<file path="src/mbs_regs.vh">
`ifndef MBS_REGS_VH
`define MBS_REGS_VH

// Clock and tick timing
`define MBS_CLK_NS        32'h0000_0014
`define MBS_TICK_NS       32'h000F_4240
`define MBS_MS_PER_S      16'h03E8

// Second-scale intervals, figures in seconds or milliseconds
`define MBS_STAR1_S       16'h0014
`define MBS_STAR2_S       16'h000F
`define MBS_STAR3_S       16'h000A
`define MBS_STAR4_S       16'h0005
`define MBS_MAXBRAKE_S    16'h000A
`define MBS_HOLDOFF_S     16'h0002
`define MBS_MINCUR_S      16'h0002
`define MBS_SAFE_MS       16'h00C8
`define MBS_NOCUR_MS      16'h01F4
`define MBS_FLASH_ON_MS   16'h012C
`define MBS_FLASH_OFF_MS  16'h012C
`define MBS_FLASH_GAP_MS  16'h05DC

// Selector positions
`define MBS_SEL_DOL       3'h0
`define MBS_SEL_EXT       3'h5
`define MBS_SEL_RST       3'h1

// Fault flash counts
`define MBS_FLT_NONE      3'h0
`define MBS_FLT_FREQ      3'h1
`define MBS_FLT_NOCUR     3'h2
`define MBS_FLT_HOT       3'h3
`define MBS_FLT_SYNC      3'h4
`define MBS_FLT_TEMP      3'h5
`define MBS_FLT_LIVE      3'h6

// Register byte offsets
`define MBS_ADR_CTRL      8'h00
`define MBS_ADR_STAT      8'h04

// Pin vector positions
`define MBS_PIN_N         4'hA
`define MBS_PIN_RST       10'h001
`define MBS_P_CONTACT     0
`define MBS_P_SSENSE      1
`define MBS_P_T3CONN      2
`define MBS_P_CURR        3
`define MBS_P_CURSTILL    4
`define MBS_P_MOTLIVE     5
`define MBS_P_FREQ        6
`define MBS_P_HOT         7
`define MBS_P_SYNC        8
`define MBS_P_TEMP        9

`endif

</file>
<file path="src/mbs_sequencer.v">
// Our own choices: the address map and the Wishbone register port.
`timescale 1ns/100ps
`default_nettype none
`include "mbs_regs.vh"

module mbs_sequencer #(
    parameter [31:0] TICK_CYCLES = `MBS_TICK_NS / `MBS_CLK_NS
) (
    // Clock and reset
    input  wire        mclk_i,
    input  wire        nrst_i,
    // Wishbone slave
    input  wire        wb_cyc_i,
    input  wire        wb_stb_i,
    input  wire        wb_we_i,
    input  wire [7:0]  wb_adr_i,
    input  wire [3:0]  wb_sel_i,
    input  wire [31:0] wb_dat_i,
    output reg  [31:0] wb_dat_o,
    output reg         wb_ack_o,
    // Field inputs, asynchronous
    input  wire        contactor_feedback_input_i,
    input  wire        standstill_sense_input_i,
    input  wire        sense_connected_i,
    input  wire        brake_current_i,
    input  wire        current_standstill_i,
    input  wire        motor_live_i,
    input  wire        freq_fault_i,
    input  wire        overheat_i,
    input  wire        sync_missing_i,
    input  wire        temp_fault_i,
    // Relays and indicators
    output reg         interlock_output_o,
    output reg         star_relay_o,
    output reg         delta_ready_relay_o,
    output reg         standstill_relay_o,
    output reg         brake_contactor_o,
    output reg         green_led_o,
    output reg         error_led_o
);

    // One-hot states
    localparam [6:0] ST_IDLE  = 7'h01;
    localparam [6:0] ST_STAR  = 7'h02;
    localparam [6:0] ST_RUN   = 7'h04;
    localparam [6:0] ST_SAFE  = 7'h08;
    localparam [6:0] ST_HOLD  = 7'h10;
    localparam [6:0] ST_BRAKE = 7'h20;
    localparam [6:0] ST_FAULT = 7'h40;

    localparam [15:0] TICK_LAST   = TICK_CYCLES[15:0] - 16'h0001;
    localparam [15:0] MAXBRAKE_MS = `MBS_MAXBRAKE_S * `MBS_MS_PER_S;
    localparam [15:0] HOLDOFF_MS  = `MBS_HOLDOFF_S * `MBS_MS_PER_S;
    localparam [15:0] MINCUR_MS   = `MBS_MINCUR_S * `MBS_MS_PER_S;

    // Star delay per selector position
    function [15:0] star_ms;
        input [2:0] pos;
        begin
            case (pos)
                3'h1:    star_ms = `MBS_STAR1_S * `MBS_MS_PER_S;
                3'h2:    star_ms = `MBS_STAR2_S * `MBS_MS_PER_S;
                3'h3:    star_ms = `MBS_STAR3_S * `MBS_MS_PER_S;
                3'h4:    star_ms = `MBS_STAR4_S * `MBS_MS_PER_S;
                default: star_ms = 16'h0000;
            endcase
        end
    endfunction

    reg  [9:0]  pin_s1;
    reg  [9:0]  pin_s2;
    reg  [9:0]  pin_s3;
    reg  [9:0]  pin;
    reg  [15:0] pre;
    reg         tick;
    reg  [6:0]  state;
    reg  [6:0]  next_state;
    reg  [15:0] tmr;
    reg  [2:0]  selector;
    reg  [2:0]  flt_code;
    reg  [2:0]  next_flt;
    reg         stand_det;
    reg         next_stand;
    reg         stopped_by_max;
    reg  [15:0] flash_tmr;
    reg  [2:0]  flash_n;
    wire        contact_closed;
    wire        internal_sd;
    wire        still_now;
    wire        wb_req;

    assign contact_closed = pin[`MBS_P_CONTACT];
    assign internal_sd    = (selector != `MBS_SEL_DOL) &&
                            (selector < `MBS_SEL_EXT);
    assign wb_req         = wb_cyc_i & wb_stb_i;
    // Standstill from sense pin, or from current after minimum flow
    assign still_now = pin[`MBS_P_T3CONN] ? pin[`MBS_P_SSENSE] :
                       (pin[`MBS_P_CURSTILL] && tmr > MINCUR_MS);

    // Three-stage input sync, accept once stages two and three agree
    always @(posedge mclk_i or negedge nrst_i) begin
        if (!nrst_i) begin
            // Stages start at idle pin levels so no false start follows reset
            pin_s1 <= `MBS_PIN_RST;
            pin_s2 <= `MBS_PIN_RST;
            pin_s3 <= `MBS_PIN_RST;
            pin    <= `MBS_PIN_RST;
        end else begin
            pin_s1 <= {temp_fault_i, sync_missing_i, overheat_i,
                       freq_fault_i, motor_live_i, current_standstill_i,
                       brake_current_i, sense_connected_i,
                       standstill_sense_input_i, contactor_feedback_input_i};
            pin_s2 <= pin_s1;
            pin_s3 <= pin_s2;
            // Hold the accepted value while stages two and three differ
            pin    <= (pin & (pin_s2 ^ pin_s3)) |
                      (pin_s3 & ~(pin_s2 ^ pin_s3));
        end
    end

    // Millisecond tick prescaler
    always @(posedge mclk_i or negedge nrst_i) begin
        if (!nrst_i) begin
            pre  <= 16'h0000;
            tick <= 1'b0;
        end else if (pre == TICK_LAST) begin
            pre  <= 16'h0000;
            tick <= 1'b1;
        end else begin
            pre  <= pre + 16'h0001;
            tick <= 1'b0;
        end
    end

    // Sequencer next-state decision
    always @* begin
        next_state = state;
        next_flt   = flt_code;
        next_stand = stand_det;
        case (state)
            // Contact opening means the motor contactor has pulled in
            ST_IDLE: begin
                if (!contact_closed) begin
                    next_stand = 1'b0;
                    if (internal_sd)
                        next_state = ST_STAR;
                    else
                        next_state = ST_RUN;
                end
            end
            ST_STAR: begin
                if (contact_closed)
                    next_state = ST_SAFE;
                else if (tmr >= star_ms(selector))
                    next_state = ST_RUN;
            end
            ST_RUN: begin
                if (contact_closed)
                    next_state = ST_SAFE;
            end
            ST_SAFE: begin
                if (tmr >= `MBS_SAFE_MS)
                    next_state = ST_HOLD;
            end
            // Back-EMF still present: wait, then give up with a fault
            ST_HOLD: begin
                if (!pin[`MBS_P_MOTLIVE])
                    next_state = ST_BRAKE;
                else if (tmr >= HOLDOFF_MS) begin
                    next_state = ST_FAULT;
                    next_flt   = `MBS_FLT_LIVE;
                end
            end
            // Standstill first, then maximum time, then missing current
            ST_BRAKE: begin
                if (still_now) begin
                    next_state = ST_IDLE;
                    next_stand = 1'b1;
                end else if (tmr >= MAXBRAKE_MS)
                    next_state = ST_IDLE;
                else if (!pin[`MBS_P_CURR] && tmr >= `MBS_NOCUR_MS) begin
                    next_state = ST_FAULT;
                    next_flt   = `MBS_FLT_NOCUR;
                end
            end
            ST_FAULT: begin
                next_state = ST_FAULT;
            end
            default: begin
                next_state = ST_FAULT;
            end
        endcase
        // Device failures override any sequence step
        if (state != ST_FAULT) begin
            if (pin[`MBS_P_FREQ]) begin
                next_state = ST_FAULT;
                next_flt   = `MBS_FLT_FREQ;
            end else if (pin[`MBS_P_HOT]) begin
                next_state = ST_FAULT;
                next_flt   = `MBS_FLT_HOT;
            end else if (pin[`MBS_P_SYNC]) begin
                next_state = ST_FAULT;
                next_flt   = `MBS_FLT_SYNC;
            end else if (pin[`MBS_P_TEMP]) begin
                next_state = ST_FAULT;
                next_flt   = `MBS_FLT_TEMP;
            end
        end
        if (next_state == ST_FAULT)
            next_stand = 1'b0;
    end

    // State, interval timer and fault latch
    always @(posedge mclk_i or negedge nrst_i) begin
        if (!nrst_i) begin
            state          <= ST_IDLE;
            tmr            <= 16'h0000;
            flt_code       <= `MBS_FLT_NONE;
            stand_det      <= 1'b0;
            stopped_by_max <= 1'b0;
        end else begin
            state     <= next_state;
            flt_code  <= next_flt;
            stand_det <= next_stand;
            // Timer restarts on every state change
            if (next_state != state)
                tmr <= 16'h0000;
            else if (tick && tmr != 16'hFFFF)
                tmr <= tmr + 16'h0001;
            if (state == ST_BRAKE && next_state == ST_IDLE)
                stopped_by_max <= ~next_stand;
        end
    end

    // Relay and indicator outputs, all registered
    always @(posedge mclk_i or negedge nrst_i) begin
        if (!nrst_i) begin
            interlock_output_o  <= 1'b0;
            star_relay_o        <= 1'b0;
            delta_ready_relay_o <= 1'b0;
            standstill_relay_o  <= 1'b0;
            brake_contactor_o   <= 1'b0;
            green_led_o         <= 1'b0;
        end else begin
            interlock_output_o <= (state == ST_IDLE) ||
                                  (state == ST_STAR) ||
                                  (state == ST_RUN);
            star_relay_o <= (state == ST_STAR) || (state == ST_SAFE) ||
                            (state == ST_HOLD) ||
                            (state == ST_BRAKE);
            // Ready level for external timing, delta only in run
            if (selector == `MBS_SEL_EXT)
                delta_ready_relay_o <= (state == ST_IDLE) ||
                                       (state == ST_RUN);
            else
                delta_ready_relay_o <= internal_sd &&
                                       (state == ST_RUN);
            standstill_relay_o <= stand_det;
            brake_contactor_o  <= (state == ST_BRAKE);
            green_led_o        <= (state != ST_FAULT);
        end
    end

    // Error LED flash groups with a longer pause between groups
    always @(posedge mclk_i or negedge nrst_i) begin
        if (!nrst_i) begin
            error_led_o <= 1'b0;
            flash_tmr   <= 16'h0000;
            flash_n     <= 3'h0;
        end else if (state != ST_FAULT) begin
            error_led_o <= 1'b0;
            flash_tmr   <= 16'h0000;
            flash_n     <= 3'h0;
        end else if (tick) begin
            if (flash_tmr != 16'h0000)
                flash_tmr <= flash_tmr - 16'h0001;
            else if (error_led_o) begin
                error_led_o <= 1'b0;
                // Count of on phases equals the latched fault code
                if (flash_n + 3'h1 >= flt_code) begin
                    flash_n   <= 3'h0;
                    flash_tmr <= `MBS_FLASH_GAP_MS;
                end else begin
                    flash_n   <= flash_n + 3'h1;
                    flash_tmr <= `MBS_FLASH_OFF_MS;
                end
            end else begin
                error_led_o <= 1'b1;
                flash_tmr   <= `MBS_FLASH_ON_MS;
            end
        end
    end

    // Wishbone slave, one wait state, unmapped reads as zero
    always @(posedge mclk_i or negedge nrst_i) begin
        if (!nrst_i) begin
            wb_ack_o <= 1'b0;
            wb_dat_o <= 32'h0000_0000;
            selector <= `MBS_SEL_RST;
        end else begin
            wb_ack_o <= wb_req & ~wb_ack_o;
            // Write lands at the edge where ack is seen high
            if (wb_req && wb_ack_o && wb_we_i &&
                wb_adr_i == `MBS_ADR_CTRL && wb_sel_i[0])
                selector <= wb_dat_i[2:0];
            if (wb_req && !wb_ack_o) begin
                case (wb_adr_i)
                    `MBS_ADR_CTRL: wb_dat_o <= {29'h0000_0000, selector};
                    `MBS_ADR_STAT: wb_dat_o <= {8'h00, 5'h00, flt_code,
                                     1'b0, state,
                                     1'b0, stopped_by_max, stand_det,
                                     brake_contactor_o, standstill_relay_o,
                                     delta_ready_relay_o, star_relay_o,
                                     interlock_output_o};
                    default:       wb_dat_o <= 32'h0000_0000;
                endcase
            end
        end
    end

endmodule // mbs_sequencer
`default_nettype wire

</file>
<file path="config.mk">
export PLATFORM = sky130hd
export DESIGN_NAME = mbs_sequencer
export DESIGN_NICKNAME = d
export VERILOG_FILES = /design/src/mbs_sequencer.v
export VERILOG_INCLUDE_DIRS = /design/src /design/src/src
export SDC_FILE = /design/constraint.sdc
export NUM_CORES = 1
export LEC_CHECK = 0
export ABC_AREA = 1
export BUFFER_PORTS_ARGS = -buffer_cell sky130_fd_sc_hd__buf_2
export CAP_MARGIN = 20
export CORE_ASPECT_RATIO = 1.5
export CORE_UTILIZATION = 52
export DETAILED_ROUTE_END_ITERATION = 8
export MAX_ROUTING_LAYER = met4
export PLACE_DENSITY = 0.76
export REMOVE_ABC_BUFFERS = 1
export SYNTH_ARGS = -nofsm -noshare
export SYNTH_HDL_FRONTEND = slang
export SYNTH_SLANG_ARGS = --single-unit
export TNS_END_PERCENT = 5
</file>
<file path="constraint.sdc">
create_clock -name mclk_i -period 2.7 [get_ports mclk_i]
set_clock_uncertainty 0.05 [all_clocks]
set_input_delay 0.54 -clock mclk_i [delete_from_list [all_inputs] [get_ports mclk_i]]
set_output_delay 0.54 -clock mclk_i [all_outputs]
set_load 0.02 [all_outputs]
</file>
==> results_dict.tcl <==
set metrics [dict create \
    run_status "finished, violations left" \
    violations "hold timing, setup timing" \
    tightest_slew_ns 0.617 \
    core-area_um2 13000 \
    cp-start-kind "flip-flop" \
    syn_area_per_cell_um2 8.53 \
    wl_met3_um 534 \
    ios 99 \
    wl_met2_um 7570 \
    die_y_um 143 \
    synth_edf_count 0 \
    ys_seq_elements 132 \
    place_inst 1028 \
    p_leak_nw 4.21 \
    ant_nets 0 \
    maxSlewViolCount 0 \
    crit_required_ns 3.00 \
    async_reset_ff_share_pct 100 \
    nFillCells 1098 \
    clk_pin_slew_ns 0.06 \
    h-tree-depth 4 \
    drc 0 \
    die_w_um 96.2 \
    gr-total-overflow 0 \
    syn_area_um2 6910 \
    grtUsageTotal_pct 22.8 \
    post-route-period-util_pct 102 \
    whs_ns -0.00156 \
    drt_first_iter_violations 270 \
    min_path_type "primary input to asynchronous set/reset pin" \
    place_ws_ns 0.0104 \
    gp_congestion 0.893 \
    crit_path_end_kind "flip-flop" \
    antenna_found_initial 0 \
    cts_hold_buf 0 \
    ys_top_cells_by_count "166 x nand2_1, 126 x dfrtp_1, 117 x inv_1" \
    portBuffers 51 \
    clockBufferDepth 2 \
    relSlewSlack_pct 58.5 \
    yosysWarnings 0 \
    numCtsBuffers 17 \
    final_critical_path_setup_slack_ns -0.0518 \
    worstPathMaxFanout 8 \
    syn2layout_area_growth_pct 18.9 \
    rows 51 \
    grt_pass1_vias 5307 \
    setup_viol_count_final 16 \
    maxCapViolations 0 \
    hold_viol 4 \
    wl_met1_um 5740 \
    ys.flop_type "dfrtp_1" \
    rsz0062_at_grt "true" \
    syn_inst 811 \
    diodes 0 \
    synth_top_cell_by_area "dfrtp_1" \
    yosysUniqueCellTypes 47 \
    highest_layer "met4" \
    max_freq_mhz 363 \
    clkLatencyLatePin_ns 0.41 \
    firstDrtPassIters 7 \
    numClockSinks 132 \
    start_util_pct 53.4 \
    grt_pass1_wl_um 23400 \
    cts_tree "yes" \
    nets 975 \
    peakVddDrop_mv 0.506 \
    wl_um 14200 \
    synthMostInstantiatedCell "nand2_1" \
    viasPerCell 5.20 \
    num_vias 5556 \
    grt_max_degree 48 \
    crit_type "flip-flop to flip-flop" \
    dieArea_um2 13800 \
    root_buffer "clkbuf_16" \
    drive_above_1_share_pct 20.8 \
    dp_hpwl_um 9920 \
    fin_crit_ns 2.75 \
    routedWlPerCell_um 13.3 \
    fin_cells 1068 \
    yosysTopAreaCellShare_pct 45.6 \
    ys_seq_area_share_pct 47.9 \
    crit_arrival_ns 3.05 \
    ys_top_cells_by_area "dfrtp_1 46%, nand2_1 9.0%, inv_1 6.4%" \
    power_density_nw_per_um2 548 \
]
## per-stage QoR
stage                     hold slack, ns  TNS (ns)  area, um2  total power (W)  util (%)
after floorplan                    0.194         0       6810          0.00215         -
after global placement             0.284         0       7410          0.00224      57.2
after detailed placement           0.285         0       7410          0.00224      57.2
after CTS                         0.0111  -0.00367       8070          0.00456      62.3
after global routing              0.0160     -2.76       8220          0.00466      63.5
final                           -0.00156    -0.743       8220          0.00451      63.5
## timing repair
item / 4_1_cts / 5_1_grt
gates resized for setup: 7 / 31
pin swaps: 6 / 20
gates cloned: 1 / 0
buffers inserted: 4 / 3
setup endpoints to repair: 16 / 17
## critical path: stages (launching register included)
cell and delay [ns]:
dfstp_2 0.59, nor3_2 0.06, a21oi_1 0.14, buf_4 0.16, inv_1 0.05, ha_1 0.26, nand3_1 0.08, nand2_1 0.05
nand2_1 0.07, nand2_2 0.06, nand2_2 0.08, nand2_2 0.07, nand2_2 0.06, nand2_2 0.07, nand2_2 0.07, nand2_1 0.06
nand2_2 0.08, nand2_2 0.07, nor2_4 0.14, nand3_4 0.14, buf_12 0.18, nor2_2 0.08
## power by group
group | total (W) | switching, W | internal (W)
clock network | 0.00230 | 0.000847 | 0.00145
logic | 0.000153 | 0.000107 | 0.0000450
registers | 0.00205 | 0.0000262 | 0.00203
## flip-flops by register name, summed over array words and instances (netlist names), 3 cells and up, named ones only
signal and cells:
wb_dat_o 17, flash_tmr 16, pre 16, tmr 16
pin_s1 10, pin_s2 10, pin_s3 10, state 7
flash_n 3, flt_code 3, selector 3
## layer usage
layer | track usage (%) | vias to the layer above
met2 | 40.0 | 146
met1 | 24.1 | 2615
met4 | 9.35 | 0
met3 | 5.38 | 33
li1 | - | 2762
met5 | - | -
## kinds of logic (layout without fill, tap and decap cells)
logic type / after synthesis / after routing / share of synthesized area [%]
and+or+nand+nor: 384 / 384 / 26.3
buffers and inverters: 144 / 228 / 9.03
DFF: 132 / 132 / 47.9
AOI/OAI and AO/OA: 91 / 91 / 8.00
adders and majority gates: 30 / 30 / 5.07
xor gates and xnor gates: 29 / 29 / 3.67
other: 1 / 15 / 0.0542
## final timing paths
kind	cells past startpoint	endpoint	startpoint	slack [ns]
max in group asynchronous	2	pin_s1[0]	nrst_i	1.90
hold / removal	1	pre[8]	nrst_i	-0.002
hold reg to reg	0	pin_s2[3]	pin_s1[3]	0.30
setup reg to reg	21	tmr[1]	selector[0]	-0.05
setup / recovery	21	tmr[1]	selector[0]	-0.05
min in group mclk_i	1	pin_s1[0]	contactor_feedback_input_i	0.17
## layout by cell type, fill, tap and decap left out, drive strengths merged, types with 3 or more instances in the layout
cell type / count
nor4: 11
xnor2: 4
clkinv: 5
o31ai: 14
dfrtp: 126
nand3: 39
inv: 121
dfstp: 6
maj3: 10
o21ai: 26
conb: 15
clkbuf: 20
bufinv: 3
nor2: 115
nor3: 19
ha: 20
nand4: 17
clkinvlp: 5
o22ai: 6
buf: 74
a21oi: 33
nand2: 177
xor2: 25
## final cells by class
class / instances / area, um2 / share of cell area [%]
multi-input cells: 549 / 3170 / 38.5
clock buffers: 20 / 437 / 5.31
well taps: 159 / 199 / 2.42
clock inverters: 12 / 156 / 1.90
flip-flops and latches: 132 / 3310 / 40.3
repair buffers: 74 / 483 / 5.87
inverters: 122 / 470 / 5.72
Power figures use the tool's default switching activity.
